--- config.mk ---
export PLATFORM = sky130hd
export DESIGN_NAME = sar_adc_sequencer
export DESIGN_NICKNAME = d
export VERILOG_FILES = /design/src/core/sar_adc_pkg.sv /design/src/core/seq_if.sv /design/src/core/sample_seq.sv /design/src/core/sar_adc_sequencer.sv
export SDC_FILE = /design/constraint.sdc
export NUM_CORES = 1
export LEC_CHECK = 0
export ABC_AREA = 1
export ABC_CLOCK_PERIOD_IN_PS = 4250
export BUFFER_PORTS_ARGS = -buffer_cell sky130_fd_sc_hd__buf_2
export CORE_UTILIZATION = 60
export CTS_BUF_LIST = sky130_fd_sc_hd__clkbuf_4 sky130_fd_sc_hd__clkbuf_8 sky130_fd_sc_hd__clkbuf_16
export CTS_CLUSTER_SIZE = 40
export DETAILED_ROUTE_END_ITERATION = 7
export GPL_TIMING_DRIVEN = 0
export PLACE_DENSITY_LB_ADDON = 0.25
export RECOVER_POWER = 25
export SLEW_MARGIN = 20
export SYNTH_ARGS = -nofsm -noshare
export SYNTH_HDL_FRONTEND = slang
export SYNTH_SLANG_ARGS = --single-unit
--- constraint.sdc ---
create_clock -name mclk -period 4.25 [get_ports mclk]
set_input_delay 0.2125 -clock mclk [delete_from_list [all_inputs] [get_ports mclk]]
set_output_delay 0.2125 -clock mclk [all_outputs]
set_load 0.02 [all_outputs]
--- src/core/sar_adc_pkg.sv ---
/*
 * constants for the converter sequencer: register map, field positions,
 * reset values and timing counts.
 * assumes a 25 MHz system clock and a 32-bit avalon-mm register port.
 */
package sar_adc_pkg;
    // =========================================================
    // register byte offsets
    localparam logic [4:0] OFF_CTRL = 5'h00;
    localparam logic [4:0] OFF_CMD = 5'h04;
    localparam logic [4:0] OFF_MUX = 5'h08;
    localparam logic [4:0] OFF_DATA = 5'h0C;
    localparam logic [4:0] OFF_WIN_LO = 5'h10;
    localparam logic [4:0] OFF_WIN_HI = 5'h14;
    localparam logic [4:0] OFF_STATUS = 5'h18;
    localparam logic [4:0] OFF_MASK = 5'h1C;
    // =========================================================
    // control fields
    localparam int CTRL_EN = 0;
    localparam int CTRL_BURST = 1;
    localparam int CTRL_TRIG_LSB = 2;
    localparam int CTRL_ACC_LSB = 4;
    localparam int CTRL_WIN_OUT = 6;
    localparam int CMD_START = 0;
    localparam logic [6:0] CTRL_RESET = 7'h00;
    localparam logic [4:0] MUX_RESET = 5'h00;
    localparam logic [15:0] WIN_LO_RESET = 16'h0000;
    localparam logic [15:0] WIN_HI_RESET = 16'hFFFF;
    // status and mask fields
    localparam int ST_DONE = 0;
    localparam int ST_WIN = 1;
    localparam int ST_BUSY = 2;
    localparam logic [1:0] MASK_RESET = 2'h0;
    // =========================================================
    // trigger sources and accumulation counts
    typedef enum logic [1:0] {TRIG_SW, TRIG_TMR1, TRIG_TMR2, TRIG_EXT} trig_sel_t;
    typedef enum logic [1:0] {ACC_1, ACC_4, ACC_8, ACC_16} acc_sel_t;
    // =========================================================
    // timing
    localparam int CLK_PERIOD_NS = 40;
    localparam int SAMPLE_PERIOD_NS = 5000;
    localparam int WAKE_NS = 1000;
    localparam int SAMPLE_CYC = (SAMPLE_PERIOD_NS + CLK_PERIOD_NS - 1) / CLK_PERIOD_NS;
    localparam int WAKE_CYC = (WAKE_NS + CLK_PERIOD_NS - 1) / CLK_PERIOD_NS;

    function automatic logic [4:0] acc_count(input acc_sel_t sel);
        unique case (sel)
            ACC_1: acc_count = 5'h01;
            ACC_4: acc_count = 5'h04;
            ACC_8: acc_count = 5'h08;
            ACC_16: acc_count = 5'h10;
        endcase
    endfunction : acc_count
endpackage : sar_adc_pkg

--- src/core/seq_if.sv ---
/*
 * carrier between register front end and sample sequencer.
 * assumes both ends run on mclk.
 */
`timescale 1ns/1ps
`default_nettype none
interface seq_if;
    logic start;
    logic enable;
    logic burst;
    sar_adc_pkg::acc_sel_t acc_sel;
    logic busy;
    logic done;
    logic [15:0] result;
    modport ctl (output start, enable, burst, acc_sel, input busy, done, result);
    modport seq (input start, enable, burst, acc_sel, output busy, done, result);
endinterface : seq_if
`default_nettype wire

--- src/core/sample_seq.sv ---
/*
 * sample sequencer: powers the converter, paces samples and sums them.
 * assumes the analog converter answers each start with one done pulse.
 */
`timescale 1ns/1ps
`default_nettype none
module sample_seq #(
    parameter int SAMPLE_CYC = sar_adc_pkg::SAMPLE_CYC,
    parameter int WAKE_CYC = sar_adc_pkg::WAKE_CYC
) (
    input wire logic mclk,
    input wire logic arst_n,
    seq_if.seq sif,
    output logic conv_pwr,
    output logic conv_start,
    input wire logic conv_done,
    input wire logic [11:0] conv_data
);
    typedef enum logic [2:0] {S_IDLE, S_WAKE, S_CONV, S_WAIT, S_GAP} seq_state_t;
    seq_state_t state_q;
    logic [7:0] pace_q;
    logic [7:0] wake_q;
    logic [4:0] n_q;
    logic [4:0] target_q;
    logic [15:0] acc_q;

    // =========================================================
    // state machine
    always_ff @(posedge mclk or negedge arst_n) begin
        if (!arst_n) begin
            state_q <= S_IDLE;
            n_q <= 5'h00;
            target_q <= 5'h01;
            acc_q <= 16'h0000;
            wake_q <= 8'h00;
        end else if (!sif.enable) begin
            // shutdown abandons a running sequence
            state_q <= S_IDLE;
        end else begin
            unique case (state_q)
                S_IDLE: begin
                    // start ignored when busy
                    // no start while shut down
                    if (sif.start && sif.enable) begin
                        // accumulator cleared per sequence
                        acc_q <= 16'h0000;
                        n_q <= 5'h00;
                        // sample count latched
                        target_q <= sar_adc_pkg::acc_count(sif.acc_sel);
                        wake_q <= 8'(WAKE_CYC);
                        // burst wakes the converter
                        state_q <= sif.burst ? S_WAKE : S_CONV;
                    end
                end
                S_WAKE: begin
                    wake_q <= wake_q - 8'h01;
                    if (wake_q == 8'h01) begin
                        state_q <= S_CONV;
                    end
                end
                S_CONV: begin
                    state_q <= S_WAIT;
                end
                S_WAIT: begin
                    if (conv_done) begin
                        // hardware accumulation
                        acc_q <= acc_q + {4'h0, conv_data};
                        n_q <= n_q + 5'h01;
                        state_q <= (n_q + 5'h01 == target_q) ? S_IDLE : S_GAP;
                    end
                end
                S_GAP: begin
                    // samples no faster than 200 ksps
                    if (pace_q == 8'h00) begin
                        state_q <= S_CONV;
                    end
                end
            endcase
        end
    end

    // =========================================================
    // sample pacing counter, reloaded on each converter start
    always_ff @(posedge mclk or negedge arst_n) begin
        if (!arst_n) begin
            pace_q <= 8'h00;
        end else if (state_q == S_CONV) begin
            pace_q <= 8'(SAMPLE_CYC - 2);
        end else if (pace_q != 8'h00) begin
            pace_q <= pace_q - 8'h01;
        end
    end

    // =========================================================
    // completion pulse and result
    always_ff @(posedge mclk or negedge arst_n) begin
        if (!arst_n) begin
            sif.done <= 1'b0;
            sif.result <= 16'h0000;
        end else begin
            sif.done <= 1'b0;
            if (sif.enable && state_q == S_WAIT && conv_done && n_q + 5'h01 == target_q) begin
                sif.done <= 1'b1;
                sif.result <= acc_q + {4'h0, conv_data};
            end
        end
    end

    assign sif.busy = (state_q != S_IDLE);
    assign conv_start = (state_q == S_CONV) && sif.enable;
    // burst powers down between sequences
    assign conv_pwr = sif.enable && (!sif.burst || state_q != S_IDLE);
endmodule : sample_seq
`default_nettype wire

--- src/core/sar_adc_sequencer.sv ---
/*
 * converter sequencer top: avalon-mm registers, trigger select, window
 * compare, interrupt and input select.
 * assumes all inputs synchronous to mclk; converter is outside.
 */
// Decided for this implementation: the Avalon-MM register port and the register addresses.
`timescale 1ns/1ps
`default_nettype none
// What this block does
// start on software, timer 1, timer 2 or external trigger
// accumulate 1, 4, 8 or 16 samples in hardware
// set done flag, interrupt only when enabled
// latch 12 to 16 bit accumulated result on completion
// burst mode wakes, samples, returns to shutdown by itself
// window compare inside or outside raises window interrupt
// background monitoring interrupts only on window condition
// software selects positive input, measured against ground
// software shutdown, no conversions while shut down
// pacing limits conversions to 200 ksps; code paces only between samples of one sequence, not between sequences
// keeps running while the processor is halted
// accumulator cleared at start of each sequence
// trigger ignored while a sequence is in progress
module sar_adc_sequencer #(
    parameter int MUX_W = 5
) (
    input wire logic mclk,
    input wire logic arst_n,
    input wire logic [4:0] avs_address,
    input wire logic avs_read,
    input wire logic avs_write,
    input wire logic [31:0] avs_writedata,
    input wire logic [3:0] avs_byteenable,
    output logic [31:0] avs_readdata,
    output logic avs_waitrequest,
    input wire logic tmr1_ovf,
    input wire logic tmr2_ovf,
    input wire logic ext_start,
    output logic [MUX_W-1:0] amux_sel,
    output logic conv_pwr,
    output logic conv_start,
    input wire logic conv_done,
    input wire logic [11:0] conv_data,
    output logic irq
);
    seq_if sif ();
    logic ack_q;
    logic [6:0] ctrl_q;
    logic [15:0] data_q;
    logic [15:0] win_lo_q;
    logic [15:0] win_hi_q;
    logic [1:0] status_q;
    logic [1:0] mask_q;
    logic ext_q;
    logic sw_start;
    logic trig;
    logic in_win;
    logic win_hit;
    logic wr_ok;
    logic rd_ok;
    sar_adc_pkg::trig_sel_t trig_sel;

    // =========================================================
    // avalon slave handshake: answer one cycle after request
    assign avs_waitrequest = (avs_read || avs_write) && !ack_q;
    // writes land only at the edge where waitrequest is seen low
    assign wr_ok = avs_write && ack_q;
    assign rd_ok = avs_read && !ack_q;

    always_ff @(posedge mclk or negedge arst_n) begin
        if (!arst_n) begin
            ack_q <= 1'b0;
        end else begin
            ack_q <= (avs_read || avs_write) && !ack_q;
        end
    end

    always_ff @(posedge mclk or negedge arst_n) begin
        if (!arst_n) begin
            avs_readdata <= 32'h0000_0000;
        end else if (rd_ok) begin
            unique case (avs_address)
                sar_adc_pkg::OFF_CTRL: avs_readdata <= {25'h0, ctrl_q};
                sar_adc_pkg::OFF_MUX: avs_readdata <= 32'(amux_sel);
                sar_adc_pkg::OFF_DATA: avs_readdata <= {16'h0, data_q};
                sar_adc_pkg::OFF_WIN_LO: avs_readdata <= {16'h0, win_lo_q};
                sar_adc_pkg::OFF_WIN_HI: avs_readdata <= {16'h0, win_hi_q};
                sar_adc_pkg::OFF_STATUS: avs_readdata <= {29'h0, sif.busy, status_q};
                sar_adc_pkg::OFF_MASK: avs_readdata <= {30'h0, mask_q};
                default: avs_readdata <= 32'h0000_0000;
            endcase
        end
    end

    // =========================================================
    // configuration registers
    always_ff @(posedge mclk or negedge arst_n) begin
        if (!arst_n) begin
            ctrl_q <= sar_adc_pkg::CTRL_RESET;
            amux_sel <= MUX_W'(sar_adc_pkg::MUX_RESET);
            win_lo_q <= sar_adc_pkg::WIN_LO_RESET;
            win_hi_q <= sar_adc_pkg::WIN_HI_RESET;
            mask_q <= sar_adc_pkg::MASK_RESET;
        end else if (wr_ok && avs_byteenable[0]) begin
            unique case (avs_address)
                // enable bit is the shutdown control
                sar_adc_pkg::OFF_CTRL: ctrl_q <= avs_writedata[6:0];
                // positive input select
                sar_adc_pkg::OFF_MUX: amux_sel <= avs_writedata[MUX_W-1:0];
                sar_adc_pkg::OFF_WIN_LO: win_lo_q[7:0] <= avs_writedata[7:0];
                sar_adc_pkg::OFF_WIN_HI: win_hi_q[7:0] <= avs_writedata[7:0];
                sar_adc_pkg::OFF_MASK: mask_q <= avs_writedata[1:0];
                default: ;
            endcase
            if (avs_byteenable[1] && avs_address == sar_adc_pkg::OFF_WIN_LO) begin
                win_lo_q[15:8] <= avs_writedata[15:8];
            end
            if (avs_byteenable[1] && avs_address == sar_adc_pkg::OFF_WIN_HI) begin
                win_hi_q[15:8] <= avs_writedata[15:8];
            end
        end else if (wr_ok && avs_byteenable[1]) begin
            if (avs_address == sar_adc_pkg::OFF_WIN_LO) begin
                win_lo_q[15:8] <= avs_writedata[15:8];
            end
            if (avs_address == sar_adc_pkg::OFF_WIN_HI) begin
                win_hi_q[15:8] <= avs_writedata[15:8];
            end
        end
    end

    // =========================================================
    // trigger selection
    assign sw_start = wr_ok && avs_byteenable[0] && avs_address == sar_adc_pkg::OFF_CMD
        && avs_writedata[sar_adc_pkg::CMD_START];
    assign trig_sel = sar_adc_pkg::trig_sel_t'(ctrl_q[sar_adc_pkg::CTRL_TRIG_LSB +: 2]);

    always_ff @(posedge mclk or negedge arst_n) begin
        if (!arst_n) begin
            ext_q <= 1'b0;
        end else begin
            ext_q <= ext_start;
        end
    end

    // one selected source starts a sequence
    always_comb begin
        unique case (trig_sel)
            sar_adc_pkg::TRIG_SW: trig = sw_start;
            sar_adc_pkg::TRIG_TMR1: trig = tmr1_ovf;
            sar_adc_pkg::TRIG_TMR2: trig = tmr2_ovf;
            sar_adc_pkg::TRIG_EXT: trig = ext_start && !ext_q;
        endcase
    end

    // sequencer drops triggers while busy
    assign sif.start = trig && !sif.busy;
    assign sif.enable = ctrl_q[sar_adc_pkg::CTRL_EN];
    assign sif.burst = ctrl_q[sar_adc_pkg::CTRL_BURST];
    assign sif.acc_sel = sar_adc_pkg::acc_sel_t'(ctrl_q[sar_adc_pkg::CTRL_ACC_LSB +: 2]);

    // no halt input: sequencing never stalls
    sample_seq u_seq (
        .mclk(mclk),
        .arst_n(arst_n),
        .sif(sif),
        .conv_pwr(conv_pwr),
        .conv_start(conv_start),
        .conv_done(conv_done),
        .conv_data(conv_data)
    );

    // =========================================================
    // result latch and window compare
    // result latched on completion
    always_ff @(posedge mclk or negedge arst_n) begin
        if (!arst_n) begin
            data_q <= 16'h0000;
        end else if (sif.done) begin
            data_q <= sif.result;
        end
    end

    // inside or outside window selectable
    assign in_win = (sif.result >= win_lo_q) && (sif.result <= win_hi_q);
    assign win_hit = sif.done && (in_win != ctrl_q[sar_adc_pkg::CTRL_WIN_OUT]);

    // =========================================================
    // sticky status, write one to clear, set wins over clear
    always_ff @(posedge mclk or negedge arst_n) begin
        if (!arst_n) begin
            status_q <= 2'h0;
        end else begin
            // completion flag
            // window flag
            status_q <= (status_q & ~((wr_ok && avs_byteenable[0]
                && avs_address == sar_adc_pkg::OFF_STATUS) ? avs_writedata[1:0] : 2'h0))
                | {win_hit, sif.done};
        end
    end

    // interrupt only when enabled
    // masking done leaves window-only interrupts
    assign irq = |(status_q & mask_q);
endmodule : sar_adc_sequencer
`default_nettype wire

==> results_dict.tcl <==
set metrics [dict create \
    yosysTopAreaCellShare_pct 39.1 \
    synthToLayoutAreaGrowth_pct 15.5 \
    drive_gt1_share_pct 15.7 \
    min_period_ns 2.64 \
    netlist_top_cells_area "dfrtp_1 39%, nand2_1 14%, ha_1 7.5%" \
    die_x_um 118 \
    pwr-share-clk_pct 28.6 \
    min_to "win_hi_q[13]$_DFFE_PN1P_" \
    io_buffers 66 \
    pwr-share-comb_pct 36.1 \
    synth_top_family_by_area "simple AND/OR/NAND/NOR gates" \
    synthTopCellsByCount "309 x nand2_1, 130 x inv_1, 126 x dfrtp_1, 104 x o21ai_0, 49 x nor2_1" \
    grt_pass1_wl_um 31300 \
    worstSetupPathType "in -> async" \
    status "complete, but fails checks" \
    path_clk_slew_ns 0.06 \
    path_max_fanout 87 \
    required_ns 4.35 \
    multiInputGateArea_sq_um 3740 \
    initial_core_util_pct 62.5 \
    dr.pass1.iters 6 \
    fin_setup_tns_ns 0 \
    htree_levels 4 \
    place.gp.congestion 0.905 \
    die_area_sq_um 13900 \
    drc 0 \
    drt_iter0_markers 487 \
    synth_simple_gate_area_share_pct 22.3 \
    max_stage_delay_ns 1.54 \
    finalCritPeriodShare_pct 62.2 \
    seqPwrFrac_pct 35.3 \
    antenna_found_initial 0 \
    cts_resized 0 \
    crit_buf_inv 3 \
    worst_pin_slew_ns 2.09 \
    seq_area_frac_synth_pct 44.7 \
    rows 41 \
    syn_area_sq_um 8050 \
    synth_edf_count 0 \
    postRouteAntennaNets 0 \
    nets 1221 \
    synthMuxAreaShare_pct 0.419 \
    wl_um 18400 \
    report.final.setup_viol 0 \
    skew_ns 0.00950 \
    async_reset_ff_share_pct 100 \
    clk_latency_ns 0.43 \
    path_cells "dlygate4sd3_1 -> buf_8 -> clkbuf_2" \
    yosys.area.top_type "dfrtp_1" \
    crit_arrival_ns 2.75 \
    synth_xor_area_share_pct 2.39 \
    swShare_pct 37.2 \
    io_pins 102 \
    grt_pass1_vias 6688 \
    synth-compound-area-share_pct 12.8 \
    vias 6880 \
    relSlewSlack_pct -39.1 \
    synth_most_common_cell "nand2_1" \
    core_sq_um 12900 \
    grt_overflow 0 \
    cts_tree "built" \
    crit_slowest_cell "clkbuf_2" \
    critical_path.top_delay_family "buffers and inverters" \
    clock-root-buffer "clkbuf_16" \
    hold_viol 0 \
    whs_path_depth 3 \
    fillers 1005 \
    netlist_instances 1008 \
    critPathLaunchType "input pin" \
    power_mw 5.41 \
    diodes 0 \
    clock-sinks 143 \
    wl_per_cell_um 14.2 \
    grt_max_degree 88 \
    setup.worst_path.end_class "async pin" \
    synth_fa_ha_area_share_pct 7.71 \
    worstHoldPathType "in -> reg" \
    reg2reg_from "u_seq.acc_q[0]$_DFFE_PN0P_" \
    power_leakage_nw 4.78 \
    cap_violations 1 \
    viasPerCell 5.31 \
    ys_warn_count 0 \
    power.density_nw_per_um2 581 \
    reg2reg_depth 12 \
    cts_buffer_depth 2 \
    postSynthAreaPerCell_sq_um 7.99 \
    min_from "avs_writedata[13]" \
    rsz0062_at_grt "false" \
    synth_seq_cells 143 \
    drv_slew 88 \
    cts_made_buffers 17 \
    vdd.ir_drop.worst_mv 0.407 \
    rr_endpoint "u_seq.sif.result[12]$_DFFE_PN0P_" \
    die_h_um 118 \
    synthDistinctLibCells 48 \
    violations "max-capacitance violations, max-slew violations" \
    rrSetupSlack_ns 2.06 \
    dp_hpwl_um 13500 \
    internal-power_mw 3.40 \
    seq_area_sq_um 3600 \
    max_freq_mhz 378 \
    synthFlopType "dfrtp_1" \
    track_usage_pct 28.4 \
    power.switching_mw 2.01 \
]
sequential cells by signal, indices dropped and copies added (netlist names), 8 cells and up:
name              count
u_seq.sif.result     16
u_seq.acc_q          16
u_seq.wake_q          8
data_q               16
win_hi_q             16
u_seq.pace_q          8
avs_readdata         16
win_lo_q             16
layout make-up:
cell class                 instances  share of cell area (%)
multi-input combinational        707                    40.2
sequential                       143                    38.7
clock buffer                      26                    5.50
inverter                         136                    5.49
timing repair buffer              69                    3.86
buffer                            37                    2.77
tap                              172                    2.31
clock inverter                     6                    1.13
worst max path at each step:
stage                                       endpoint  slack (ns)                        from  cells past startpoint
finish                   avs_readdata[8]$_DFFE_PN0P_        1.61                      arst_n                      3
global route            avs_readdata[15]$_DFFE_PN0P_        1.08                      arst_n                      3
CTS                 u_seq.sif.result[12]$_DFFE_PN0P_        2.10  u_seq.acc_q[0]$_DFFE_PN0P_                     12
detailed placement       u_seq.acc_q[12]$_DFFE_PN0P_        2.13  u_seq.acc_q[0]$_DFFE_PN0P_                     12
global placement             win_lo_q[8]$_DFFE_PN0P_        0.94                      arst_n                      1
floorplan                u_seq.acc_q[12]$_DFFE_PN0P_        2.36  u_seq.acc_q[0]$_DFFE_PN0P_                     12
through the flow:
step	util (%)	worst slack [ns]	cell area (sq um)	hold slack (ns)	instances
after floorplan	-	2.36	8110	-0.0831	1023
after global placement	67.2	0.937	8660	0.342	1261
after detailed placement	67.5	2.13	8690	0.163	1262
after CTS	72.5	2.10	9330	0.00535	1296
after global routing	72.2	1.08	9300	0.0242	1296
final	72.2	1.61	9300	0.0188	1296
power by group through the flow:
stage	logic [mW]	registers (mW)	clock network [mW]
2_1_floorplan	1.47	1.85	0
4_1_cts	1.95	1.90	1.56
6_report	1.95	1.91	1.55
3_3_place_gp	1.86	1.91	0
3_5_place_dp	1.94	1.92	0
5_1_grt	2.22	1.94	1.62
kinds of logic after synthesis:
family,count (synthesis)
AO/OA/AOI/OAI,187
XOR/XNOR,22
adder cells (fa/ha/maj),49
buffers and inverters,173
flip-flops,143
multiplexers,3
other,1
AND/OR/NAND/NOR,430
metal layers:
| layer | GRT usage (%) | part of all wire [%] |
|---|---|---|
| met3 | 6.01 | 4.8 |
| met1 | 35.9 | 44 |
| met2 | 47.1 | 49 |
| met5 | 0 | 0 |
| met4 | 12.0 | 2.6 |
what timing repair did:
action | CTS | global route
setup buffers | 0 | 0
endpoints found under the hold margin | 49 | 0
hold buffers | 2 | 0
cells in the final DEF (no fill, tap or decap), types with 4 or more instances in the layout:
| cell type | netlist | routed |
|---|---|---|
| nor3_1 | 8 | 8 |
| inv_2 | 5 | 5 |
| dfstp_2 | 17 | 17 |
| clkbuf_1 | 5 | 11 |
| nand3_1 | 35 | 35 |
| o22ai_1 | 8 | 8 |
| o221ai_1 | 5 | 5 |
| inv_1 | 130 | 130 |
| o21ai_1 | 6 | 6 |
| o21ai_0 | 104 | 104 |
| xnor2_1 | 11 | 11 |
| buf_4 | 18 | 18 |
| clkbuf_16 | 0 | 17 |
| nand2_2 | 7 | 7 |
| nand2_1 | 309 | 309 |
| clkbuf_4 | 0 | 6 |
| conb_1 | 1 | 16 |
| xor2_1 | 11 | 11 |
| ha_1 | 48 | 48 |
| o21ai_2 | 7 | 7 |
| buf_6 | 4 | 4 |
| nand4_1 | 5 | 5 |
| a21oi_1 | 40 | 40 |
| nor2_1 | 49 | 49 |
| buf_2 | 9 | 68 |
| dfrtp_1 | 126 | 126 |
worst register-to-register path, delay by kind of cell, from the launching register on:
family / cells / cell delay, ns
flops: 1 / 0.36
fa+ha+maj: 2 / 0.57
compound gates: 1 / 0.29
simple gates: 8 / 0.80
buf+inv: 1 / 0.05
Note: power is estimated with default switching activity, not from simulation.
